--- config.mk ---
export PLATFORM = sky130hd
export DESIGN_NAME = stepper_driver_fault_latch
export DESIGN_NICKNAME = d
export VERILOG_FILES = /design/src/rtl/fault_pkg.sv /design/src/rtl/fault_if.sv /design/src/rtl/fault_latch.sv /design/src/rtl/stepper_driver_fault_latch.sv
export SDC_FILE = /design/constraint.sdc
export NUM_CORES = 1
export LEC_CHECK = 0
export ABC_AREA = 1
export BUFFER_PORTS_ARGS = -buffer_cell sky130_fd_sc_hd__buf_2
export CORE_ASPECT_RATIO = 1.4
export CORE_MARGIN = 1.5
export CORE_UTILIZATION = 50
export DETAILED_ROUTE_END_ITERATION = 8
export PLACE_DENSITY = 0.73
export SLEW_MARGIN = 20
export SYNTH_ARGS = -nofsm -noshare
export SYNTH_HDL_FRONTEND = slang
export SYNTH_SLANG_ARGS = --single-unit
--- constraint.sdc ---
create_clock -name clk -period 1.5 [get_ports clk]
set_input_delay 0.3 -clock clk [delete_from_list [all_inputs] [get_ports clk]]
set_output_delay 0.3 -clock clk [all_outputs]
set_load 0.05 [all_outputs]
--- src/rtl/fault_pkg.sv ---
package fault_pkg;
  // =====================================================
  // timing
  localparam int CLK_MHZ = 40;
  localparam int BLANK_NS = 5500;
  localparam int BLANK_CYC = (BLANK_NS * CLK_MHZ + 999) / 1000;
  localparam int CNT_W = 8;
  localparam logic [CNT_W-1:0] BLANK_LAST = CNT_W'(BLANK_CYC - 1);
  // =====================================================
  // fault type codes driving the four-level output stage
  typedef enum logic [1:0] {
    TYPE_NONE = 2'b00,
    TYPE_OPEN = 2'b01,
    TYPE_OVERCUR = 2'b10,
    TYPE_OVERHEAT = 2'b11
  } fault_type_t;
  // =====================================================
  // latch bit positions
  localparam int BIT_OPEN = 0;
  localparam int BIT_OVERCUR = 1;
  localparam int BIT_HEAT = 2;
  localparam logic [2:0] LATCH_RST = 3'h0;
  localparam logic [3:0] PHASE_OFF = 4'h0;
endpackage

--- src/rtl/fault_if.sv ---
`timescale 1ns/1ps
interface fault_if;
  logic [2:0] latch;
  logic clear;
  modport owner (output latch, input clear);
  modport user (input latch, output clear);
endinterface

--- src/rtl/fault_latch.sv ---
`timescale 1ns/1ps
module fault_latch (
  input wire logic clk,
  input wire logic rst,
  input wire logic [2:0] detect,
  fault_if.owner lat
);
  logic [2:0] latch_q;
  // =====================================================
  // sticky latch; a fresh detect beats the clear so no event is lost
  always_ff @(posedge clk or posedge rst) begin
    if (rst) begin
      latch_q <= fault_pkg::LATCH_RST;
    end else begin
      latch_q <= (lat.clear ? fault_pkg::LATCH_RST : latch_q) | detect;
    end
  end
  assign lat.latch = latch_q;
endmodule

--- src/rtl/stepper_driver_fault_latch.sv ---
`timescale 1ns/1ps
module stepper_driver_fault_latch (
  input wire logic clk,
  input wire logic rst,
  input wire logic system_clear_n,
  input wire logic enable,
  input wire logic [3:0] phase_req,
  input wire logic pwm_on,
  input wire logic flyback_seen,
  input wire logic current_ok,
  input wire logic over_current,
  input wire logic over_heat,
  output logic [3:0] phase_out,
  output logic any_fault_flag_n,
  output logic any_fault_oe,
  output logic [1:0] fault_type_level,
  output logic in_reset
);
  fault_if lat ();
  logic clear_n_q;
  logic pwm_q;
  logic off_flyback_q;
  logic [fault_pkg::CNT_W-1:0] blank_q;
  logic blank_done_q;
  logic [2:0] detect;
  // =====================================================
  // clear pulse: rising edge of system_clear_n after a low level
  always_ff @(posedge clk or posedge rst) begin
    if (rst) begin
      clear_n_q <= 1'b1;
    end else begin
      clear_n_q <= system_clear_n;
    end
  end
  assign lat.clear = system_clear_n & ~clear_n_q;
  always_ff @(posedge clk or posedge rst) begin
    if (rst) begin
      in_reset <= 1'b1;
    end else begin
      in_reset <= ~system_clear_n;
    end
  end
  // =====================================================
  // pwm tracking and blanking
  always_ff @(posedge clk or posedge rst) begin
    if (rst) begin
      pwm_q <= 1'b0;
    end else begin
      pwm_q <= pwm_on;
    end
  end
  always_ff @(posedge clk or posedge rst) begin
    if (rst) begin
      blank_q <= '0;
      blank_done_q <= 1'b0;
    end else if (pwm_on && !pwm_q) begin
      blank_q <= '0;
      blank_done_q <= 1'b0;
    end else if (pwm_on && !blank_done_q) begin
      if (blank_q == fault_pkg::BLANK_LAST) begin
        blank_done_q <= 1'b1;
      end
      blank_q <= blank_q + 1'b1;
    end else if (!pwm_on) begin
      blank_done_q <= 1'b0;
    end
  end
  // flyback must be seen somewhere inside each off period
  always_ff @(posedge clk or posedge rst) begin
    if (rst) begin
      off_flyback_q <= 1'b0;
    end else if (pwm_on) begin
      off_flyback_q <= 1'b0;
    end else if (flyback_seen) begin
      off_flyback_q <= 1'b1;
    end
  end
  // =====================================================
  // detection; below the current floor the sense is unreliable so an open terminal is not judged
  always_comb begin
    detect = fault_pkg::LATCH_RST;
    detect[fault_pkg::BIT_OPEN] = pwm_on && !pwm_q && !off_flyback_q && !flyback_seen && current_ok;
    detect[fault_pkg::BIT_OVERCUR] = pwm_on && blank_done_q && over_current;
    detect[fault_pkg::BIT_HEAT] = over_heat;
  end
  fault_latch u_latch (
    .clk(clk),
    .rst(rst),
    .detect(detect),
    .lat(lat)
  );
  // =====================================================
  // outputs, all registered
  function automatic logic [1:0] worst(input logic [2:0] f);
    if (f[fault_pkg::BIT_HEAT]) begin
      return fault_pkg::TYPE_OVERHEAT;
    end else if (f[fault_pkg::BIT_OVERCUR]) begin
      return fault_pkg::TYPE_OVERCUR;
    end else if (f[fault_pkg::BIT_OPEN]) begin
      return fault_pkg::TYPE_OPEN;
    end
    return fault_pkg::TYPE_NONE;
  endfunction
  always_ff @(posedge clk or posedge rst) begin
    if (rst) begin
      any_fault_flag_n <= 1'b1;
      any_fault_oe <= 1'b0;
      fault_type_level <= fault_pkg::TYPE_NONE;
    end else begin
      any_fault_flag_n <= ~|lat.latch;
      any_fault_oe <= |lat.latch;
      fault_type_level <= worst(lat.latch);
    end
  end
  // position lives in the sequencer upstream, so gating here keeps it
  always_ff @(posedge clk or posedge rst) begin
    if (rst) begin
      phase_out <= fault_pkg::PHASE_OFF;
    end else if (!enable || |lat.latch || !system_clear_n) begin
      phase_out <= fault_pkg::PHASE_OFF;
    end else begin
      phase_out <= phase_req;
    end
  end
  // =====================================================
  // helper: independent count of conduction cycles; saturates so long periods stay past blanking
  logic [fault_pkg::CNT_W-1:0] on_count_q;
  always_ff @(posedge clk or posedge rst) begin
    if (rst) begin
      on_count_q <= '0;
    end else if (!pwm_on) begin
      on_count_q <= '0;
    end else if (on_count_q != '1) begin
      on_count_q <= on_count_q + 1'b1;
    end
  end
  // =====================================================
  // checks: fault flag and type outputs
  flag_follows_a: assert property (@(posedge clk) disable iff (rst)
    |lat.latch |=> !any_fault_flag_n && any_fault_oe)
    else $error("fault flag not raised");
  flag_release_a: assert property (@(posedge clk) disable iff (rst)
    !(|lat.latch) |=> any_fault_flag_n && !any_fault_oe && fault_type_level == fault_pkg::TYPE_NONE)
    else $error("fault flag raised with no fault");
  heat_type_a: assert property (@(posedge clk) disable iff (rst)
    lat.latch[fault_pkg::BIT_HEAT] |=> fault_type_level == fault_pkg::TYPE_OVERHEAT)
    else $error("overheat not reported");
  open_type_a: assert property (@(posedge clk) disable iff (rst)
    lat.latch[fault_pkg::BIT_OPEN] && !lat.latch[fault_pkg::BIT_OVERCUR] && !lat.latch[fault_pkg::BIT_HEAT]
    |=> fault_type_level == fault_pkg::TYPE_OPEN)
    else $error("open terminal not reported");
  worst_type_a: assert property (@(posedge clk) disable iff (rst)
    lat.latch[fault_pkg::BIT_OVERCUR] && !lat.latch[fault_pkg::BIT_HEAT]
    |=> fault_type_level == fault_pkg::TYPE_OVERCUR)
    else $error("wrong severity");
  // =====================================================
  // checks: latch and clear
  phases_off_a: assert property (@(posedge clk) disable iff (rst)
    |lat.latch |=> phase_out == fault_pkg::PHASE_OFF)
    else $error("phase on during fault");
  bits_sticky_a: assert property (@(posedge clk) disable iff (rst)
    !lat.clear |=> (lat.latch & $past(lat.latch)) == $past(lat.latch))
    else $error("latched fault bit lost");
  latch_hold_a: assert property (@(posedge clk) disable iff (rst)
    |lat.latch && !lat.clear |=> |lat.latch)
    else $error("latch dropped without clear");
  clear_empties_a: assert property (@(posedge clk) disable iff (rst)
    lat.clear && !(|detect) |=> lat.latch == fault_pkg::LATCH_RST)
    else $error("clear pulse left a fault");
  // =====================================================
  // checks: detection
  open_detect_a: assert property (@(posedge clk) disable iff (rst)
    detect[fault_pkg::BIT_OPEN] |=> lat.latch[fault_pkg::BIT_OPEN])
    else $error("open not latched");
  no_open_flyback_a: assert property (@(posedge clk) disable iff (rst)
    flyback_seen |-> !detect[fault_pkg::BIT_OPEN])
    else $error("open judged while flyback flows");
  low_current_a: assert property (@(posedge clk) disable iff (rst)
    !current_ok |-> !detect[fault_pkg::BIT_OPEN])
    else $error("open judged at low current");
  overcur_latch_a: assert property (@(posedge clk) disable iff (rst)
    detect[fault_pkg::BIT_OVERCUR] |=> lat.latch[fault_pkg::BIT_OVERCUR])
    else $error("overcurrent not latched");
  overcur_off_a: assert property (@(posedge clk) disable iff (rst)
    !pwm_on |-> !detect[fault_pkg::BIT_OVERCUR])
    else $error("overcurrent judged in off period");
  blank_window_a: assert property (@(posedge clk) disable iff (rst)
    pwm_on && !pwm_q |-> !detect[fault_pkg::BIT_OVERCUR] [*8])
    else $error("overcurrent in blanking");
  blank_span_a: assert property (@(posedge clk) disable iff (rst)
    detect[fault_pkg::BIT_OVERCUR] |-> on_count_q > fault_pkg::BLANK_LAST)
    else $error("overcurrent judged before blanking ended");
  blank_count_a: assert property (@(posedge clk) disable iff (rst)
    blank_done_q |-> blank_q == fault_pkg::BLANK_LAST + 1'b1)
    else $error("blanking ended at wrong count");
  heat_latch_a: assert property (@(posedge clk) disable iff (rst)
    over_heat |=> lat.latch[fault_pkg::BIT_HEAT])
    else $error("overheat not latched");
  // =====================================================
  // checks: reset and enable gating
  reset_hold_a: assert property (@(posedge clk) disable iff (rst)
    !system_clear_n |=> in_reset && phase_out == fault_pkg::PHASE_OFF)
    else $error("reset not held");
  reset_release_a: assert property (@(posedge clk) disable iff (rst)
    system_clear_n |=> !in_reset)
    else $error("reset held after release");
  enable_off_a: assert property (@(posedge clk) disable iff (rst)
    !enable |=> phase_out == fault_pkg::PHASE_OFF)
    else $error("phase on while disabled");
  pass_through_a: assert property (@(posedge clk) disable iff (rst)
    enable && system_clear_n && !(|lat.latch) |=> phase_out == $past(phase_req))
    else $error("phase pattern not passed through");
  // =====================================================
  // scenario covers
  open_seen_c: cover property (@(posedge clk) disable iff (rst) detect[fault_pkg::BIT_OPEN]);
  overcur_seen_c: cover property (@(posedge clk) disable iff (rst) detect[fault_pkg::BIT_OVERCUR]);
  heat_seen_c: cover property (@(posedge clk) disable iff (rst) detect[fault_pkg::BIT_HEAT]);
  clear_seen_c: cover property (@(posedge clk) disable iff (rst) |lat.latch && lat.clear);
  enable_gate_c: cover property (@(posedge clk) disable iff (rst) !enable && |phase_req);
endmodule

# Word-level counts from Yosys, hierarchy flattened
# Index checks and enable logic that the tools add are counted.
# Widths: inputs -> output; s select.
word_totals:
  register_bits: 24
  output_inout_bits: 9
classes:
  add_sub_neg: 1
  n_eq_ne: 3
  muxes: 17
  bitwise: 4
  reduce_logical: 20
op_table:
  columns: ["operator", "count"]
  rows:
  - ["$mux 8", 2]
  - ["$mux 1", 9]
  - ["$add 8x1->8 const B", 1]
  - ["$eq 8x8->1 const B", 1]
  - ["$mux 2", 4]
  - ["$logic_and 1x1->1", 7]
  - ["$logic_not 1->1", 7]
  - ["$mux 4", 1]
  - ["$reduce_bool 2->1", 2]
  - ["$mux 3", 1]
  - ["$ne 3x1->1 const B", 1]
  - ["$ne 3x2->1 const B", 1]
  - ["$or 3x3->3", 1]
  - ["$reduce_or 3->1", 1]
  - ["$logic_or 1x1->1", 2]
  - ["$not 1->1", 2]
  - ["$reduce_and 2->1", 1]
  - ["$and 1x1->1", 1]

# Logic depth before layout (Yosys ltp)
depth:
  ltp_word: 6
  ltp_mapped: 7

# Hierarchy
# A second synthesis with hierarchy kept.
unflattened:
  hier_cells: 114
  hier_area_um2: 1036.0
modules_own_cells:
  columns: ["mod", "instances", "cells_each", "area_each_um2", "seq_area_each_um2"]
  rows:
  - ["stepper_driver_fault_latch", 1, 100, 919.6, 529.3]
  - ["fault_latch", 1, 14, 116.4, 75.1]

# Least setup slack after synthesis
# Ideal clock, no wire load.
synth_path:
  path_kind: "register to register"
  from: "register blank_q[0] (netlist name)"
  to: "register blank_q[6] (netlist name)"
  setup_ns: 0.118
  arrival_ns: 0.892
  required_time_ns: 1.382
  slack_ns: 0.490
  path_stages_with_launch: 7
  n_path_buf: 0
  synth_period_minus_slack_ns: 1.010
  path_cell_list: "dfrtp_1 -> ha_1 -> nand3_2 -> nor2_2 -> nand2_1 -> nand2_1 -> nor2_2"
synth_via:
  elab_chain_cells: 3
synth_rtl:
  columns: ["element", "line", "source"]
  rows:
  - ["from (decl)", "stepper_driver_fault_latch.sv:23", "logic [fault_pkg::CNT_W-1:0] blank_q;"]
  - ["from (signal assigned)", "stepper_driver_fault_latch.sv:63", "blank_q <= blank_q + 1'b1;"]
  - ["$add 8x1->8", "stepper_driver_fault_latch.sv:63", null]
  - ["$mux 8", "stepper_driver_fault_latch.sv:59", "end else if (pwm_on && !blank_done_q) begin"]
  - ["$mux 8", "stepper_driver_fault_latch.sv:56", "end else if (pwm_on && !pwm_q) begin"]
# Every way passes these cells. The select of a mux whose other input is x is not followed.
# A chain may end at the register's enable or synchronous reset.

# Worst setup path after layout
layout_path:
  from: "register in_reset"
  to: "output in_reset"
layout_rtl:
  columns: ["element", "line", "source"]
  rows:
  - ["from (decl)", "stepper_driver_fault_latch.sv:17", "output logic in_reset"]
  - ["from (signal assigned)", "stepper_driver_fault_latch.sv:40", "in_reset <= ~system_clear_n;"]
# No word-level cell between the ends.

==> results.ini <==
[grt]
gr-total-overflow=0
antenna_found_initial=0
grt_pass1_wl_um=2920
grt_pass1_vias=751
grt_util_all_layers_pct=18.6
grt_max_degree=17

[power]
vdd_drop_max_v=0.000648
cellPowerDensity_nw_per_um2=1010
p_leak_nw=0.604

[critical_path]
start_kind=register
path_cells=buf_2
crit_fanout=1
arrival_ns=1.11
crit_family=flip-flops
cp_slowest_cell=dfstp_2
crit_type=register to output pin
r2r.worst_path.cells=6
cp.depth=1
required_ns=1.20
crit_buf_inv=1
end_kind=output pin
critPathMaxStageDelay_ns=0.54

[drt]
antenna_left=0
postRouteWirelength_um=1650
first_pass_iters=4
drtIter0Drc=9
vias_per_cell=4.89
wire_per_inst_um=10.9
drcViolationCount=0
vias=739

[placed_design]
dpl_cell_area_um2=1120
post-place-ws_ns=0.327
gp_congestion=0.676
port_buffers=21
dpl.hpwl_um=1320

[synthesis]
synth_mux_area_share_pct=0
synth.distinct_cells=18
avgSynthCellArea_um2=9.42
synth_top_area_cell=dfrtp_1
postSynthCellCount=104
synth_top_area_share_pct=53.6
yosysWarnings=0
synth_nets=118
ys_top_cells_by_area=dfrtp_1 54%, dfstp_2 8.0%, nand2_1 7.3%, inv_1 6.1%, nor2_1 6.1%
synth_seq_area_share_pct=61.7
synth_fa_ha_area_share_pct=1.28
synth-compound-area-share_pct=5.87
synth-seq-cells=24
syn_area_um2=980
yosys.area_share.simple_pct=24.6
synth_xor_area_share_pct=0
synth_top_family_by_area=simple AND/OR/NAND/NOR gates

[job]
drv_cap=0

[sta]
timing.final.crit_share_pct=93.8
rsz0062_at_grt=false
fmax_mhz=711
worst_slack_ns=0.0936
finalCriticalPeriod_ns=1.41
tightest_slew_ns=0.297
finalSetupViolations=0
final_max_slew_viol_count=0
final.setup_skew_ns=0.0112
fin_tns_setup_ns=0
slew_headroom_pct=80.2
finalHoldViolations=0

[floorplan]
rows=18
die_h_um=55.4
dieWidth_um=40.4
core-area_um2=1800
num_io_pins=22
start_util_pct=54.4
dieArea_um2=2240

[cts]
cts_buffers=3
h-tree-depth=1
root_buffer=clkbuf_4
clk_latency_ns=0.31
path_clk_slew_ns=0.13
cts.sinks=24
cts_setup_buffers=0
cts_tree=built
clock_path_buffers=2

[finish]
final_cell_area_um2=1160
fillers=158
seq_area_um2=604
multiInputGateArea_um2=312
nets=146
antennaDiodeCount=0
area_delta_synth_final_pct=18.8
drive_above_1_share_pct=28.2
fin_util_pct=64.6

[min_path]
whs_path_depth=1
hp-class=input port to register

[status]
run_status=complete, no violations

## kinds of logic after synthesis
| family | count (synthesis) |
|---|---|
| AND/OR/NAND/NOR | 51 |
| flip-flops | 24 |
| AO/OA/AOI/OAI | 11 |
| buffers and inverters | 17 |
| adder cells (fa/ha/maj) | 1 |
## final timing paths
kind                                       from                to  slack [ns]
setup / recovery                       in_reset          in_reset        0.09
hold / removal                   system_clear_n         clear_n_q        0.08
setup reg to reg                     blank_q[1]        blank_q[6]        0.37
hold reg to reg            u_latch.lat.latch[0]  any_fault_flag_n        0.45
max in group asynchronous                   rst        blank_q[4]        0.53
min in group asynchronous                   rst      phase_out[0]        0.47
## metal layers
metal / vias up / share of wire, % / global-route usage [%]
met3: 4 / 1.9 / 3.61
li1: 375 / - / -
met2: 12 / 54 / 30.6
met5: - / 0 / 0
met1: 348 / 43 / 22.5
met4: 0 / 1.7 / 7.14
## Yosys cell counts
cell type and n:
nand3b_1 1, ha_1 1, nand3_2 2, nor2_2 3
dfrtp_1 21, nand3_1 6, nor2_4 2, o21ai_0 5
nor2_1 16, a21oi_1 4, inv_1 16, nand4_1 1
inv_2 1, dfstp_2 3, nand2_1 19, o21ai_1 1
nor3_1 1, o21bai_1 1
## layout make-up
class | count | share of cell area, %
sequential | 24 | 51.9
multi-input combinational | 63 | 26.8
timing repair buffer | 23 | 10.5
inverter | 17 | 5.48
clock buffer | 4 | 3.12
tap | 20 | 2.15
## placed cells by master, fill, tap and decap left out, types with 2 or more instances in the layout
master | synthesis | final
inv_1 | 16 | 16
nor2_2 | 3 | 3
nand3_1 | 6 | 6
nand2_1 | 19 | 19
a21oi_1 | 4 | 4
nand3_2 | 2 | 2
nor2_4 | 2 | 2
o21ai_0 | 5 | 5
clkbuf_4 | 0 | 3
buf_2 | 0 | 21
dfrtp_1 | 21 | 21
dfstp_2 | 3 | 3
nor2_1 | 16 | 16
## timing repair
item | 4_1_cts | 5_1_grt
gates resized for setup | 0 | 0
hold buffers | 1 | 0
endpoints found under the hold margin | 5 | 0
## power by group
group | internal, mW | total, mW | switching (mW)
sequential | 0.681 | 0.702 | 0.0204
combinational | 0.0433 | 0.141 | 0.0981
clock | 0.148 | 0.332 | 0.184
total | 0.873 | 1.18 | 0.302
## flip-flops by register name, indices dropped and copies added (netlist names), 2 cells and up
signal,count
blank_q,8
fault_type_level,2
u_latch.lat.latch,3
phase_out,4
## stage by stage
stage | cells | hold WS (ns) | total power, mW
after floorplan | 104 | 0.304 | 0.808
after global placement | 146 | 0.252 | 0.852
after detailed placement | 146 | 0.255 | 0.856
after CTS | 151 | 0.0834 | 1.19
after global routing | 151 | 0.0681 | 1.24
final | 151 | 0.0846 | 1.18
Note: power is estimated with default switching activity, not from simulation.
